<file path="src/lup_pkg.sv">
package lup_pkg;
  // Register bus geometry.
  localparam int          LUP_ADDR_W   = 12;
  localparam int          LUP_DATA_W   = 32;
  // Register indices; the byte address is four times the index.
  localparam logic [7:0]  LUP_IDX_CTRL = 8'h80;
  localparam logic [7:0]  LUP_IDX_SCAN = 8'h81;
  localparam logic [7:0]  LUP_IDX_STAT = 8'h82;
  // Control register fields.
  localparam int          LUP_CTRL_BIPOLAR = 0;
  localparam int          LUP_CTRL_FALLING = 1;
  localparam int          LUP_CTRL_TX_EN   = 2;
  localparam logic [2:0]  LUP_CTRL_RESET   = 3'h0;
  // Line interface scan register field.
  localparam int          LUP_SCAN_LOS     = 0;
  // Status register fields.
  localparam int          LUP_STAT_UNDERRUN = 0;
  localparam int          LUP_STAT_LEVEL_LO = 8;
  // Stream word fields: bit 0 positive rail or data, bit 1 negative rail or frame end.
  localparam int          LUP_WORD_W   = 2;
  localparam int          LUP_W_POS    = 0;
  localparam int          LUP_W_NEG    = 1;
  localparam int          LUP_FIFO_DEPTH = 4;
  // Half period of the transmit line clock, in aclk cycles.
  localparam int          LUP_LINE_DIV_DEF = 2;
  // Bus responses.
  localparam logic [1:0]  LUP_RESP_OKAY   = 2'h0;
  localparam logic [1:0]  LUP_RESP_SLVERR = 2'h2;
endpackage

</file>
<file path="src/lup_stream_if.sv">
interface lup_stream_if #(parameter int WIDTH = 2);
  logic             valid;
  logic             ready;
  logic [WIDTH-1:0] data;
  modport src (output valid, output data, input ready);
  modport snk (input valid, input data, output ready);
endinterface

</file>
<file path="src/lup_port.sv">
// Decided for this implementation: the AXI4-Lite interface to the registers.
module lup_port #(
  parameter int LINE_DIV = lup_pkg::LUP_LINE_DIV_DEF
) (
  // Clock and reset.
  input  wire logic                           aclk,
  input  wire logic                           aresetn,
  // AXI4-Lite write address and data.
  input  wire logic [lup_pkg::LUP_ADDR_W-1:0] s_axi_awaddr,
  input  wire logic                           s_axi_awvalid,
  output logic                                s_axi_awready,
  input  wire logic [lup_pkg::LUP_DATA_W-1:0] s_axi_wdata,
  input  wire logic [3:0]                     s_axi_wstrb,
  input  wire logic                           s_axi_wvalid,
  output logic                                s_axi_wready,
  // AXI4-Lite write response.
  output logic [1:0]                          s_axi_bresp,
  output logic                                s_axi_bvalid,
  input  wire logic                           s_axi_bready,
  // AXI4-Lite read.
  input  wire logic [lup_pkg::LUP_ADDR_W-1:0] s_axi_araddr,
  input  wire logic                           s_axi_arvalid,
  output logic                                s_axi_arready,
  output logic [lup_pkg::LUP_DATA_W-1:0]      s_axi_rdata,
  output logic [1:0]                          s_axi_rresp,
  output logic                                s_axi_rvalid,
  input  wire logic                           s_axi_rready,
  // Outbound bit stream from the framer core.
  input  wire logic [lup_pkg::LUP_WORD_W-1:0] tx_bit_data,
  input  wire logic                           tx_bit_valid,
  output logic                                tx_bit_ready,
  // Line unit pins.
  output logic                                transmit_line_clock,
  output logic                                tx_line_positive,
  output logic                                tx_line_negative,
  input  wire logic                           external_signal_loss_in,
  // Loss of signal towards the framer core.
  output logic                                signal_loss_declared
);
  import lup_pkg::*;

  localparam int LEVEL_W = $clog2(LUP_FIFO_DEPTH) + 1;

  // Maps a byte address to a register index; bit 8 flags a misaligned or out of range address.
  function automatic logic [8:0] addr_to_idx(input logic [LUP_ADDR_W-1:0] a);
    logic bad;
    bad = (a[1:0] != 2'h0) || (a[LUP_ADDR_W-1:10] != '0);
    return {bad, a[9:2]};
  endfunction

  // True when an index names a register of this block.
  function automatic logic idx_mapped(input logic [8:0] i);
    return !i[8] && (i[7:0] == LUP_IDX_CTRL || i[7:0] == LUP_IDX_SCAN || i[7:0] == LUP_IDX_STAT);
  endfunction

  logic [2:0]                ctrl_q;
  logic                      underrun_q;
  logic                      los_q;
  logic [LEVEL_W-1:0]        level;
  logic                      aw_held_q;
  logic                      w_held_q;
  logic [LUP_ADDR_W-1:0]     awaddr_q;
  logic [LUP_DATA_W-1:0]     wdata_q;
  logic [3:0]                wstrb_q;
  logic                      wr_fire;
  logic [8:0]                wr_idx;
  logic                      rd_fire;
  logic [8:0]                rd_idx;
  logic [7:0]                div_q;
  logic                      half_tick;
  logic                      bit_en;
  logic                      line_clk_q;
  logic                      pos_q;
  logic                      neg_q;
  logic                      bipolar;
  logic                      ul_clear;

  lup_stream_if #(.WIDTH(LUP_WORD_W)) fill_if ();
  lup_stream_if #(.WIDTH(LUP_WORD_W)) drain_if ();

  // The four-word FIFO absorbs core jitter against the slower line bit rate.
  assign fill_if.valid = tx_bit_valid;
  assign fill_if.data  = tx_bit_data;
  assign tx_bit_ready  = fill_if.ready;

  lup_fifo #(
    .WIDTH (LUP_WORD_W),
    .DEPTH (LUP_FIFO_DEPTH)
  ) i_lup_fifo (
    .aclk    (aclk),
    .aresetn (aresetn),
    .fill    (fill_if),
    .drain   (drain_if),
    .level   (level)
  );

  assign bipolar = ctrl_q[LUP_CTRL_BIPOLAR];

  // Write side: address and data are caught in either order and held until the response.
  assign s_axi_awready = !aw_held_q && !s_axi_bvalid;
  assign s_axi_wready  = !w_held_q && !s_axi_bvalid;
  assign wr_fire       = aw_held_q && w_held_q && !s_axi_bvalid;
  assign wr_idx        = addr_to_idx(awaddr_q);

  always_ff @(posedge aclk) begin
    if (!aresetn) begin
      aw_held_q <= 1'b0;
      w_held_q  <= 1'b0;
      awaddr_q  <= '0;
      wdata_q   <= '0;
      wstrb_q   <= '0;
    end else begin
      if (s_axi_awvalid && s_axi_awready) begin
        aw_held_q <= 1'b1;
        awaddr_q  <= s_axi_awaddr;
      end else if (wr_fire) begin
        aw_held_q <= 1'b0;
      end
      if (s_axi_wvalid && s_axi_wready) begin
        w_held_q <= 1'b1;
        wdata_q  <= s_axi_wdata;
        wstrb_q  <= s_axi_wstrb;
      end else if (wr_fire) begin
        w_held_q <= 1'b0;
      end
    end
  end

  // Write response; an unmapped address gets SLVERR and changes nothing.
  always_ff @(posedge aclk) begin
    if (!aresetn) begin
      s_axi_bvalid <= 1'b0;
      s_axi_bresp  <= LUP_RESP_OKAY;
    end else if (wr_fire) begin
      s_axi_bvalid <= 1'b1;
      s_axi_bresp  <= idx_mapped(wr_idx) ? LUP_RESP_OKAY : LUP_RESP_SLVERR;
    end else if (s_axi_bready) begin
      s_axi_bvalid <= 1'b0;
    end
  end

  // Control register; only byte lane 0 carries fields.
  always_ff @(posedge aclk) begin
    if (!aresetn) begin
      ctrl_q <= LUP_CTRL_RESET;
    end else if (wr_fire && !wr_idx[8] && wr_idx[7:0] == LUP_IDX_CTRL && wstrb_q[0]) begin
      ctrl_q <= wdata_q[2:0];
    end
  end

  // Read side: one read at a time, data registered with the response.
  assign s_axi_arready = !s_axi_rvalid;
  assign rd_fire       = s_axi_arvalid && s_axi_arready;
  assign rd_idx        = addr_to_idx(s_axi_araddr);

  always_ff @(posedge aclk) begin
    if (!aresetn) begin
      s_axi_rvalid <= 1'b0;
      s_axi_rdata  <= '0;
      s_axi_rresp  <= LUP_RESP_OKAY;
    end else if (rd_fire) begin
      s_axi_rvalid <= 1'b1;
      s_axi_rresp  <= idx_mapped(rd_idx) ? LUP_RESP_OKAY : LUP_RESP_SLVERR;
      s_axi_rdata  <= '0;
      if (!rd_idx[8]) begin
        unique case (rd_idx[7:0])
          LUP_IDX_CTRL: s_axi_rdata[2:0] <= ctrl_q;
          LUP_IDX_SCAN: s_axi_rdata[LUP_SCAN_LOS] <= external_signal_loss_in;
          LUP_IDX_STAT: begin
            s_axi_rdata[LUP_STAT_UNDERRUN] <= underrun_q;
            s_axi_rdata[LUP_STAT_LEVEL_LO +: LEVEL_W] <= level;
          end
          default: s_axi_rdata <= '0;
        endcase
      end
    end else if (s_axi_rready) begin
      s_axi_rvalid <= 1'b0;
    end
  end

  // Loss of signal is trusted as a pure line-unit indication, never a spare input.
  always_ff @(posedge aclk) begin
    if (!aresetn) begin
      los_q <= 1'b0;
    end else begin
      los_q <= external_signal_loss_in;
    end
  end
  assign signal_loss_declared = los_q;

  // Divider makes the transmit line clock; half_tick marks each of its edges.
  assign half_tick = (div_q == 8'(LINE_DIV - 1));

  always_ff @(posedge aclk) begin
    if (!aresetn) begin
      div_q      <= '0;
      line_clk_q <= 1'b0;
    end else if (half_tick) begin
      div_q      <= '0;
      line_clk_q <= !line_clk_q;
    end else begin
      div_q <= div_q + 8'h01;
    end
  end
  assign transmit_line_clock = line_clk_q;

  // A rising edge is a tick while the clock is low; falling while it is high.
  assign bit_en = half_tick && (ctrl_q[LUP_CTRL_FALLING] ? line_clk_q : !line_clk_q);

  // One word is drained per bit period while transmission is enabled.
  assign drain_if.ready = bit_en && ctrl_q[LUP_CTRL_TX_EN];

  // Line rails; an empty FIFO sends zeros so the line unit never sees a stale pulse.
  always_ff @(posedge aclk) begin
    if (!aresetn) begin
      pos_q <= 1'b0;
      neg_q <= 1'b0;
    end else if (bit_en) begin
      if (drain_if.valid && ctrl_q[LUP_CTRL_TX_EN]) begin
        pos_q <= drain_if.data[LUP_W_POS];
        neg_q <= drain_if.data[LUP_W_NEG];
      end else begin
        pos_q <= 1'b0;
        neg_q <= 1'b0;
      end
    end
  end
  assign tx_line_positive = pos_q;
  assign tx_line_negative = neg_q;

  // Underrun is sticky, cleared by writing one; a new underrun wins over the clear.
  assign ul_clear = wr_fire && !wr_idx[8] && wr_idx[7:0] == LUP_IDX_STAT &&
                    wstrb_q[0] && wdata_q[LUP_STAT_UNDERRUN];

  always_ff @(posedge aclk) begin
    if (!aresetn) begin
      underrun_q <= 1'b0;
    end else if (bit_en && ctrl_q[LUP_CTRL_TX_EN] && !drain_if.valid) begin
      underrun_q <= 1'b1;
    end else if (ul_clear) begin
      underrun_q <= 1'b0;
    end
  end
endmodule // lup_port

</file>
<file path="src/lup_fifo.sv">
module lup_fifo #(
  parameter int WIDTH = 2,
  parameter int DEPTH = 4
) (
  // Clock and reset.
  input  wire logic              aclk,
  input  wire logic              aresetn,
  // Filling and draining sides.
  lup_stream_if.snk              fill,
  lup_stream_if.src              drain,
  // Fill level for status.
  output logic [$clog2(DEPTH):0] level
);
  localparam int PW = (DEPTH > 1) ? $clog2(DEPTH) : 1;

  logic [WIDTH-1:0] mem_q [DEPTH];
  logic [PW-1:0]    wr_q;
  logic [PW-1:0]    rd_q;
  logic [PW:0]      cnt_q;
  logic             push;
  logic             pop;

  // Honest flags: full stalls the source, empty withholds valid.
  assign fill.ready  = (cnt_q != (PW+1)'(DEPTH));
  assign drain.valid = (cnt_q != '0);
  assign drain.data  = mem_q[rd_q];
  assign push        = fill.valid && fill.ready;
  assign pop         = drain.valid && drain.ready;
  assign level       = cnt_q;

  // Storage is written only on a push, so no reset is needed for it.
  always_ff @(posedge aclk) begin
    if (push) begin
      mem_q[wr_q] <= fill.data;
    end
  end

  // Pointers wrap at DEPTH, which need not be a power of two.
  always_ff @(posedge aclk) begin
    if (!aresetn) begin
      wr_q  <= '0;
      rd_q  <= '0;
      cnt_q <= '0;
    end else begin
      if (push) begin
        wr_q <= (wr_q == PW'(DEPTH-1)) ? '0 : wr_q + 1'b1;
      end
      if (pop) begin
        rd_q <= (rd_q == PW'(DEPTH-1)) ? '0 : rd_q + 1'b1;
      end
      cnt_q <= cnt_q + (PW+1)'(push) - (PW+1)'(pop);
    end
  end
endmodule // lup_fifo

</file>
<file path="config.mk">
export PLATFORM = sky130hd
export DESIGN_NAME = lup_port
export DESIGN_NICKNAME = d
export VERILOG_FILES = /design/src/lup_pkg.sv /design/src/lup_stream_if.sv /design/src/lup_port.sv /design/src/lup_fifo.sv
export SDC_FILE = /design/constraint.sdc
export NUM_CORES = 1
export LEC_CHECK = 0
export BUFFER_PORTS_ARGS = -buffer_cell sky130_fd_sc_hd__buf_2
export CORE_AREA = 2 2 87 89
export DETAILED_ROUTE_END_ITERATION = 8
export DIE_AREA = 0 0 89 91
export PLACE_DENSITY = 0.65
export SLEW_MARGIN = 5
export SYNTH_ARGS = -nofsm -noshare
export SYNTH_HDL_FRONTEND = slang
export SYNTH_SLANG_ARGS = --single-unit
</file>
<file path="constraint.sdc">
create_clock -name aclk -period 8.22 [get_ports aclk]
set_clock_uncertainty 0.1 [all_clocks]
set_input_delay 1.233 -clock aclk [delete_from_list [all_inputs] [get_ports aclk]]
set_output_delay 1.233 -clock aclk [all_outputs]
set_load 0.01 [all_outputs]
</file>
# Word level (Yosys, flattened, before mapping)
# Memory sizes are Yosys's and may differ from the RTL's. A register that Yosys moved wholly into a read port is not among the register bits.
# Cells that the tools add are included.
# classes
muxes	24
addsub	5
n_reduce_logical	46
n_eq_ne	10
n_bitwise	1
# op_table
op	count
8-bit == test, second input constant	6
1-bit logical AND	21
2-bit nonzero test	9
1-bit two-way mux	14
2-bit two-way mux	7
11-bit two-way mux	1
8-bit by 1-bit adder with 8-bit output, second input constant	1
8-bit by 1-bit == test with 1-bit output, second input constant	1
1-bit zero test	8
1-bit logical OR	6
2-bit by 1-bit adder with 2-bit output, second input constant	2
2-bit == test, second input constant	2
3-bit by 1-bit adder with 3-bit output	1
3-bit two-way mux	1
3-bit inequality test, second input constant	1
1-bit case mux with 3 select lines	1
3-bit nonzero test	1
3-bit by 1-bit subtractor with 3-bit output	1
2-bit OR reduction	1
1-bit NOT	1
# totals
inputBits	71
mem_count	1
mem_bits_rw	8
reg_bits	79
out_inout_bits	46
elab_cells	107
# mem_list
memory	depth	word_bits	read_ports	rd_ports_with_merged_regs	write_ports	line	source
i_lup_fifo.mem_q	4	2	1	1	1	lup_fifo.sv:16	logic [WIDTH-1:0] mem_q [DEPTH];

# Logic depth before layout (Yosys ltp)
# Gate-level depths: netlist (run 1).
# logic_depth
word_depth	9
mapped_depth	12
depth_no_buf	12

# By module
# A second synthesis (run 1) with hierarchy kept.
# hier_totals
hier_cells	290
area_unflattened_um2	2813.9
# by_module_without_submodules
module	area_per_inst_um2	seq_area_each_um2	cells_each	instances
lup_port	2039.5	880.8	228	1
lup_fifo	774.5	420.4	62	1

# Worst setup path before layout (run 1)
# Ideal clock, no wire load.
# synth_path
kind	flip-flop to flip-flop
startpoint	register div_q[0]
endpoint	register i_lup_fifo.cnt_q[2], in the netlist i_lup_fifo.level[2]
setup_time_ps	128
t_required_ps	7992
arrival_ps	2391
n_path_buf	0
path_slack_ps	5602
period_less_slack_ps	2618
stages_incl_launch_ff	12
path_cell_list	dfxtp_1 ha_1 or4b_4 nand2b_4 or2_0 o21ai_0 ha_1 inv_1 fa_1 xor2_1 xnor2_1 nor2_1
# synth_between
elab_chain_cells	5
# synth_lines
element	line	source
start: declaration	lup_port.sv:69	logic [7:0] div_q;
start signal: assignment	lup_port.sv:202	div_q <= div_q + 8'h01;
8-bit by 1-bit == test with 1-bit output	lup_port.sv:192	assign half_tick = (div_q == 8'(LINE_DIV - 1));
1-bit logical AND	lup_port.sv:208	assign bit_en = half_tick && (ctrl_q[LUP_CTRL_FALLING] ? line_clk_q : !line_clk_q);
1-bit logical AND	lup_port.sv:211	assign drain_if.ready = bit_en && ctrl_q[LUP_CTRL_TX_EN];
1-bit logical AND	lup_fifo.sv:28	assign pop = drain.valid && drain.ready;
3-bit by 1-bit subtractor with 3-bit output	lup_fifo.sv:51	cnt_q <= cnt_q + (PW+1)'(push) - (PW+1)'(pop);
end signal: assignment	lup_fifo.sv:51	
end: declaration	lup_fifo.sv:19	logic [PW:0] cnt_q;
# Every way passes these cells.
# A chain may end at the register's enable or synchronous reset.

# Worst setup path after layout (run 1)
# Same ends and word-level chain as after synthesis.

==> metrics.md, run 1 <==
| Metric | Value |
|---|---|
| Status | `complete, no violations` |
| Cell Area, Synth | `2780 um2` |
| Peak supply drop | `85.4 uV` |
| CP Capture Type | `flop` |
| Clock Power Share | `38.4%` |
| FILL cells | `715` |
| Tmin final | `2.78 ns` |
| Cts bufs inserted | `9` |
| Cell-internal power | `519 uW` |
| Share of layout cells above drive strength 1 | `23.0%` |
| Antenna fix cells | `0` |
| First-pass GRT wire length | `8170 um` |
| # rows | `31` |
| Crit path top cell by count | `ha_1` |
| Final setup TNS | `0 ns` |
| Syn-to-layout area delta | `16.5%` |
| Initial core utilization | `38.9%` |
| Post-synth cell types | `45` |
| CP startpoint kind | `flop` |
| Clk_lat worst skew | `0.34 ns` |
| Post-DRT Antenna Nets | `0` |
| Vias | `2,032` |
| Drt first-iter violations | `48` |
| Slowest cell on crit path | `or4b_4` |
| CTS HTree Levels | `3` |
| RSZ-0062 raised after global routing | `false` |
| Multi-input gate area | `1280 um2` |
| Post-Syn Instances | `296` |
| Hold Crit Start | `s_axi_rdata[9]$_SDFFE_PN0P_` |
| Sw Pwr | `183 uW` |
| Seq/Total Area, Yosys | `46.8%` |
| Setup CP Type | `flop to flop` |
| Number of global-route vias before repair | `1,871` |
| Sequential Power Share | `48.0%` |
| Final non-filler cell total | `456` |
| CTS tree | `built` |
| Syn_area_per_cell | `9.38 um2` |
| Combinational power share | `13.5%` |
| Initial antenna violation count | `0` |
| Clock transition at path regs | `0.06 ns` |
| Slowest stage delay, CP | `0.47 ns` |
| Period utilization | `33.8%` |
| Min-delay worst type | `flop to flop` |
| Switching part of the total power | `26.1%` |
| Overall die width | `89 um` |
| Nets | `432` |
| Die Y | `91 um` |
| Relative slew margins | `60.7%` |
| DRC Markers | `0` |
| Final hold vios | `0` |
| Post-synth ARST share | `0%` |
| LEAKAGE | `0.00140 uW` |
| Post-cts resize count | `0` |
| Worst Setup SP | `div_q[0]$_SDFF_PP0_` |
| Fmax | `360 MHz` |
| Sink Count | `61` |
| Floorplan core area | `7140 um2` |
| Worst Path Max Fanout | `5` |
| Worst-Margin Slew | `0.584 ns` |
| GP Congestion | `0.786` |
| CP arrival | `2.89 ns` |
| Register bit total from synthesis | `61` |
| IO buf count | `56` |
| WL/cell | `11.1 um` |
| Hold-fix buffers at CTS | `0` |
| Gr usage total | `13.2%` |
| EDFF count, synth | `8` |
| Clock root buffer | `clkbuf_8` |
| GRT overflow | `0` |
| Slew Viols, Final | `0` |
| CP required | `8.34 ns` |
| WL final | `5050 um` |
| Clock Path Buffers | `2` |
| Num ports | `117` |
| Post-CTS Setup Inserts | `0` |
| MaxCap Viol Count | `0` |
| FF+latch area | `1300 um2` |
| Ys flop type | `dfxtp_1` |
| Cells after DPL | `440` |
| DR pass1 iterations | `4` |
| Final setup viols | `0` |
| Die area | `8100 um2` |
| PwrDens | `217 nW/um2` |
| Synth warnings | `0` |
| DR vias/cell | `4.46` |
| Largest net degree at the start of global routing | `36` |
| RR Startpoint | `div_q[0]$_SDFF_PP0_` |
| DPL Wire Length | `3660 um` |
| Ordered list of cells on the worst path | `ha_1, or4b_4, nand2b_4, or2_0, o21ai_0, ha_1, inv_1, fa_1, xor2_1, xnor2_1, nor2_1` |
-- final timing paths --
kind | slack [ns] | endpoint | depth (start not counted)
hold / removal | 0.35 | s_axi_rdata[9]$_SDFFE_PN0P_ | 2
setup / recovery | 5.44 | i_lup_fifo.level[2]$_SDFF_PN0_ | 11
setup reg to reg | 5.44 | i_lup_fifo.level[2]$_SDFF_PN0_ | 11
hold reg to reg | 0.35 | s_axi_rdata[9]$_SDFFE_PN0P_ | 2
-- state kept, by name (all words and copies together) (netlist names), 2 cells and up, named ones only --
name	cells
s_axi_rdata	6
div_q	8
i_lup_fifo.mem_q	8
i_lup_fifo.rd_q	2
ctrl_q	3
i_lup_fifo.level	3
wdata_q	3
i_lup_fifo.wr_q	2
awaddr_q	12
-- cells in the mapped netlist (2+ instances only) --
cell / number / share of area, %
nand3_1: 3 / 0.54
buf_4: 29 / 7.8
and2_1: 4 / 0.90
and3_1: 5 / 1.1
nor4b_1: 3 / 0.95
xor2_1: 5 / 1.6
nand2_1: 47 / 6.4
ha_1: 8 / 3.6
mux2i_1: 10 / 3.6
nand2b_1: 2 / 0.45
or3_1: 3 / 0.68
o21ai_0: 10 / 1.8
edfxtp_1: 8 / 8.6
nor4_1: 5 / 1.1
or4b_2: 2 / 0.72
nand4b_1: 3 / 0.95
nand4_1: 2 / 0.45
dfxtp_1: 53 / 38
a21o_1: 2 / 0.54
a21oi_1: 17 / 3.1
nor2_1: 28 / 3.8
a22oi_1: 2 / 0.54
mux4_2: 2 / 1.6
inv_1: 9 / 1.2
xnor2_1: 5 / 1.6
nor2b_1: 2 / 0.45
clkbuf_1: 9 / 1.2
-- critical path: cells and delay by family (launching register included) --
kind                       cells  cell delay, ns
xor gates and xnor gates       2            0.31
buffers and inverters          1            0.04
adders and majority gates      3            0.70
DFF                            1            0.39
and+or+nand+nor                4            0.94
AOI/OAI and AO/OA              1            0.18
-- area by class of cell --
cell class              instances  area share, %
repair buffers                 57           8.89
clock inverters                 4           1.43
clock buffers                  12           4.80
multi-input cells             213           39.7
flip-flops and latches         61           40.2
well taps                      99           3.83
inverters                      10           1.16
-- power groups by stage --
stage                     clock network (uW)  logic (uW)  registers, uW
after floorplan                            0        78.1            341
after global placement                     0        93.6            343
after detailed placement                   0        95.8            344
after CTS                                279        96.2            337
after global routing                     289         108            340
final                                    270        95.0            337
-- per-stage QoR --
step	area [um2]	power (uW)	hold slack (ns)	setup slack, ns	utilization [%]
6_report	3240	702	0.350	5.44	45.3
2_1_floorplan	2880	419	0.332	5.60	-
3_5_place_dp	3030	440	0.342	5.39	42.5
4_1_cts	3240	713	0.356	5.42	45.3
3_3_place_gp	3030	437	0.336	5.41	42.5
5_1_grt	3240	737	0.368	5.31	45.3
-- layout by cell type, fill, tap and decap left out, types with 4 or more instances in the layout --
cell type	n
nand2_1	47
xor2_1	5
buf_2	56
a21oi_1	17
mux2i_1	10
clkbuf_8	11
xnor2_1	5
edfxtp_1	8
conb_1	28
and3_1	5
dfxtp_1	53
nor4_1	5
ha_1	8
inv_1	9
and2_1	4
o21ai_0	10
nor2_1	28
-- kinds of logic after synthesis --
kind of cell | synth area share [%]
compound gates | 6.89
xor+xnor | 3.15
fa+ha+maj | 4.32
buf+inv | 10.6
flops | 46.8
mux | 5.23
other cells | 0.135
simple gates | 22.8
-- routing by layer --
metal	routed length (um)	share of wire, %	GRT usage (%)
met1	2250	45	15.5
met2	2340	46	20.2
met3	342	6.8	5.36
met5	0	0	0
met4	115	2.3	7.46
No activity file was read; power rests on OpenSTA's default activity.
==> run 2: changes to the inputs <==
- clock period: 8.22 -> 2.8 ns (I/O delays scaled with it)
==> run 2 against run 1 <==
  * Fmax increased by 4.1%
  * Combinational power grew to 3.1 times the previous value
  * Wire length up 4.2%
  * Flip-flop and latch count did not move
  * Utilization increased by 0.40 points
  * Die area unchanged
  * Count of clock-buffer cells in the layout is the same
  * Sequential power rose to 2.9 times the previous value
  * Setup slack got worse by 5.3 ns
  * Clock power grew to 2.9 times the previous value
  * Critical path type unchanged
  * Critical endpoint unchanged
  * Highest routed layer unchanged
==> metrics.md, run 2 (synthesis gave the netlist of run 1 again) <==
| Metric | Value |
|---|---|
| Status | `complete, no violations` |
| Setup slack, reg-to-reg | `0.13 ns` |
| Share of layout cells above drive strength 1 | `24.4%` |
| CTS HTree Levels | `3` |
| Design area | `3260 um2` |
| Multi-input gate area | `1290 um2` |
| Clk_lat worst skew | `0.33 ns` |
| Number of flip-flops under the largest register name | `12` |
| DR vias/cell | `4.53` |
| WHS | `0.164 ns` |
| Clock root buffer | `clkbuf_8` |
| Floorplan core area | `7140 um2` |
| DRC Markers | `0` |
| Top flop regs | `awaddr_q (12), div_q (8), i_lup_fifo.mem_q (8)` |
| Placed cell area | `3050 um2` |
| Fmax | `375 MHz` |
| Die Y | `91 um` |
| Syn-to-layout area delta | `17.5%` |
| Overall die width | `89 um` |
| First-pass GRT wire length | `8540 um` |
| Clock transition at path regs | `0.06 ns` |
| Most frequent cells in the layout | `56 x buf_2, 52 x dfxtp_1, 47 x nand2_1` |
| Largest net degree at the start of global routing | `35` |
| MaxCap Viol Count | `0` |
| Final setup viols | `0` |
| Post-DRT Antenna Nets | `0` |
| DPL Wire Length | `3790 um` |
| DR pass1 iterations | `4` |
| GRT overflow | `0` |
| Nets | `436` |
| Min-delay worst type | `input pin to flop` |
| Cts bufs inserted | `9` |
| Setup CP Type | `flop to flop` |
| CP Capture Type | `flop` |
| WL final | `5260 um` |
| GP Congestion | `0.814` |
| Slew Viols, Final | `0` |
| Vias | `2,084` |
| Clock Path Buffers | `2` |
| Worst Path Max Fanout | `4` |
| Hold-fix buffers at CTS | `0` |
| Gr usage total | `13.5%` |
| CP required | `2.91 ns` |
| Peak supply drop | `249 uV` |
| PwrDens | `631 nW/um2` |
| Initial antenna violation count | `0` |
| Num ports | `117` |
| Initial core utilization | `38.9%` |
| CP startpoint kind | `flop` |
| FF+latch area | `1300 um2` |
| Period utilization | `95.2%` |
| LEAKAGE | `0.00141 uW` |
| Final hold vios | `0` |
| Number of global-route vias before repair | `1,963` |
| # rows | `31` |
| Tmin final | `2.67 ns` |
| CP arrival | `2.78 ns` |
| Commonest non-fill, non-tap cell in the layout | `buf_2` |
| Drt first-iter violations | `63` |
| Register name with the most flops | `awaddr_q` |
| Antenna fix cells | `0` |
| IO buf count | `56` |
| CTS tree | `built` |
| Pwr Total | `2060 uW` |
| WL/cell | `11.4 um` |
| Sink Count | `61` |
| FILL cells | `716` |
| Die area | `8100 um2` |
==> run 2: cell count changes in the layout (fill, tap and decap cells not counted), sizes merged <==
cell      delta
clkinvlp     +1
buf          +4
inv          -1
==> run 2: area by class of cell <==
class / count / share of cell area, %
Multi-Input combinational cell: 213 / 39.5
Timing Repair Buffer: 61 / 9.74
Clock inverter: 4 / 1.46
Tap cell: 99 / 3.79
Sequential cell: 61 / 39.9
Inverter: 10 / 1.15
Clock buffer: 12 / 4.45
==> run 2: routing by layer <==
| layer | part of all wire [%] | GRT usage, % | wire length [um] | up-vias |
|---|---|---|---|---|
| met5 | 0 | 0 | 0 | - |
| met3 | 5.5 | 4.09 | 292 | 9 |
| li1 | - | - | - | 1064 |
| met4 | 1.6 | 5.60 | 82 | 0 |
| met1 | 44 | 16.1 | 2340 | 960 |
| met2 | 48 | 22.3 | 2550 | 51 |
==> run 2: report_power, final <==
group          switching, uW  internal [uW]
sequential              45.0            945
clock                    337            433
combinational            167            132
total                    549           1510
==> run 2: worst paths after layout <==
kind | from | to | cells past startpoint
setup / recovery | div_q[1]$_SDFF_PP0_ | i_lup_fifo.level[2]$_SDFF_PN0_ | 12
hold / removal | s_axi_rready | s_axi_rvalid$_SDFFE_PN0P_ | 2
setup reg to reg | div_q[1]$_SDFF_PP0_ | i_lup_fifo.level[2]$_SDFF_PN0_ | 12
hold reg to reg | s_axi_rdata[0]$_SDFFE_PN0P_ | s_axi_rdata[0]$_SDFFE_PN0P_ | 2
==> run 2: per-stage QoR <==
stage / setup WS (ns) / util (%) / setup TNS (ns) / cells
5_1_grt: -0.00273 / 45.7 / -0.00273 / 460
2_1_floorplan: 0.182 / - / 0 / 323
6_report: 0.134 / 45.7 / 0 / 460
4_1_cts: 0.0301 / 45.4 / 0 / 458
3_5_place_dp: 0.0499 / 42.7 / 0 / 442
3_3_place_gp: 0.115 / 42.7 / 0 / 442
==> run 2: critical path: stages, from the launching register on <==
cell	delay (ns)
dfxtp_2	0.33
inv_1	0.05
ha_1	0.12
or4b_4	0.46
nand2b_4	0.16
or2_4	0.25
o21ai_2	0.13
ha_1	0.15
inv_1	0.05
fa_1	0.37
xor2_1	0.16
xnor2_1	0.16
nor2_1	0.05
==> run 2: what timing repair did <==
action                     CTS  global route
setup endpoints to repair    0             1
buffers inserted             0             2
gates resized for setup      0             5
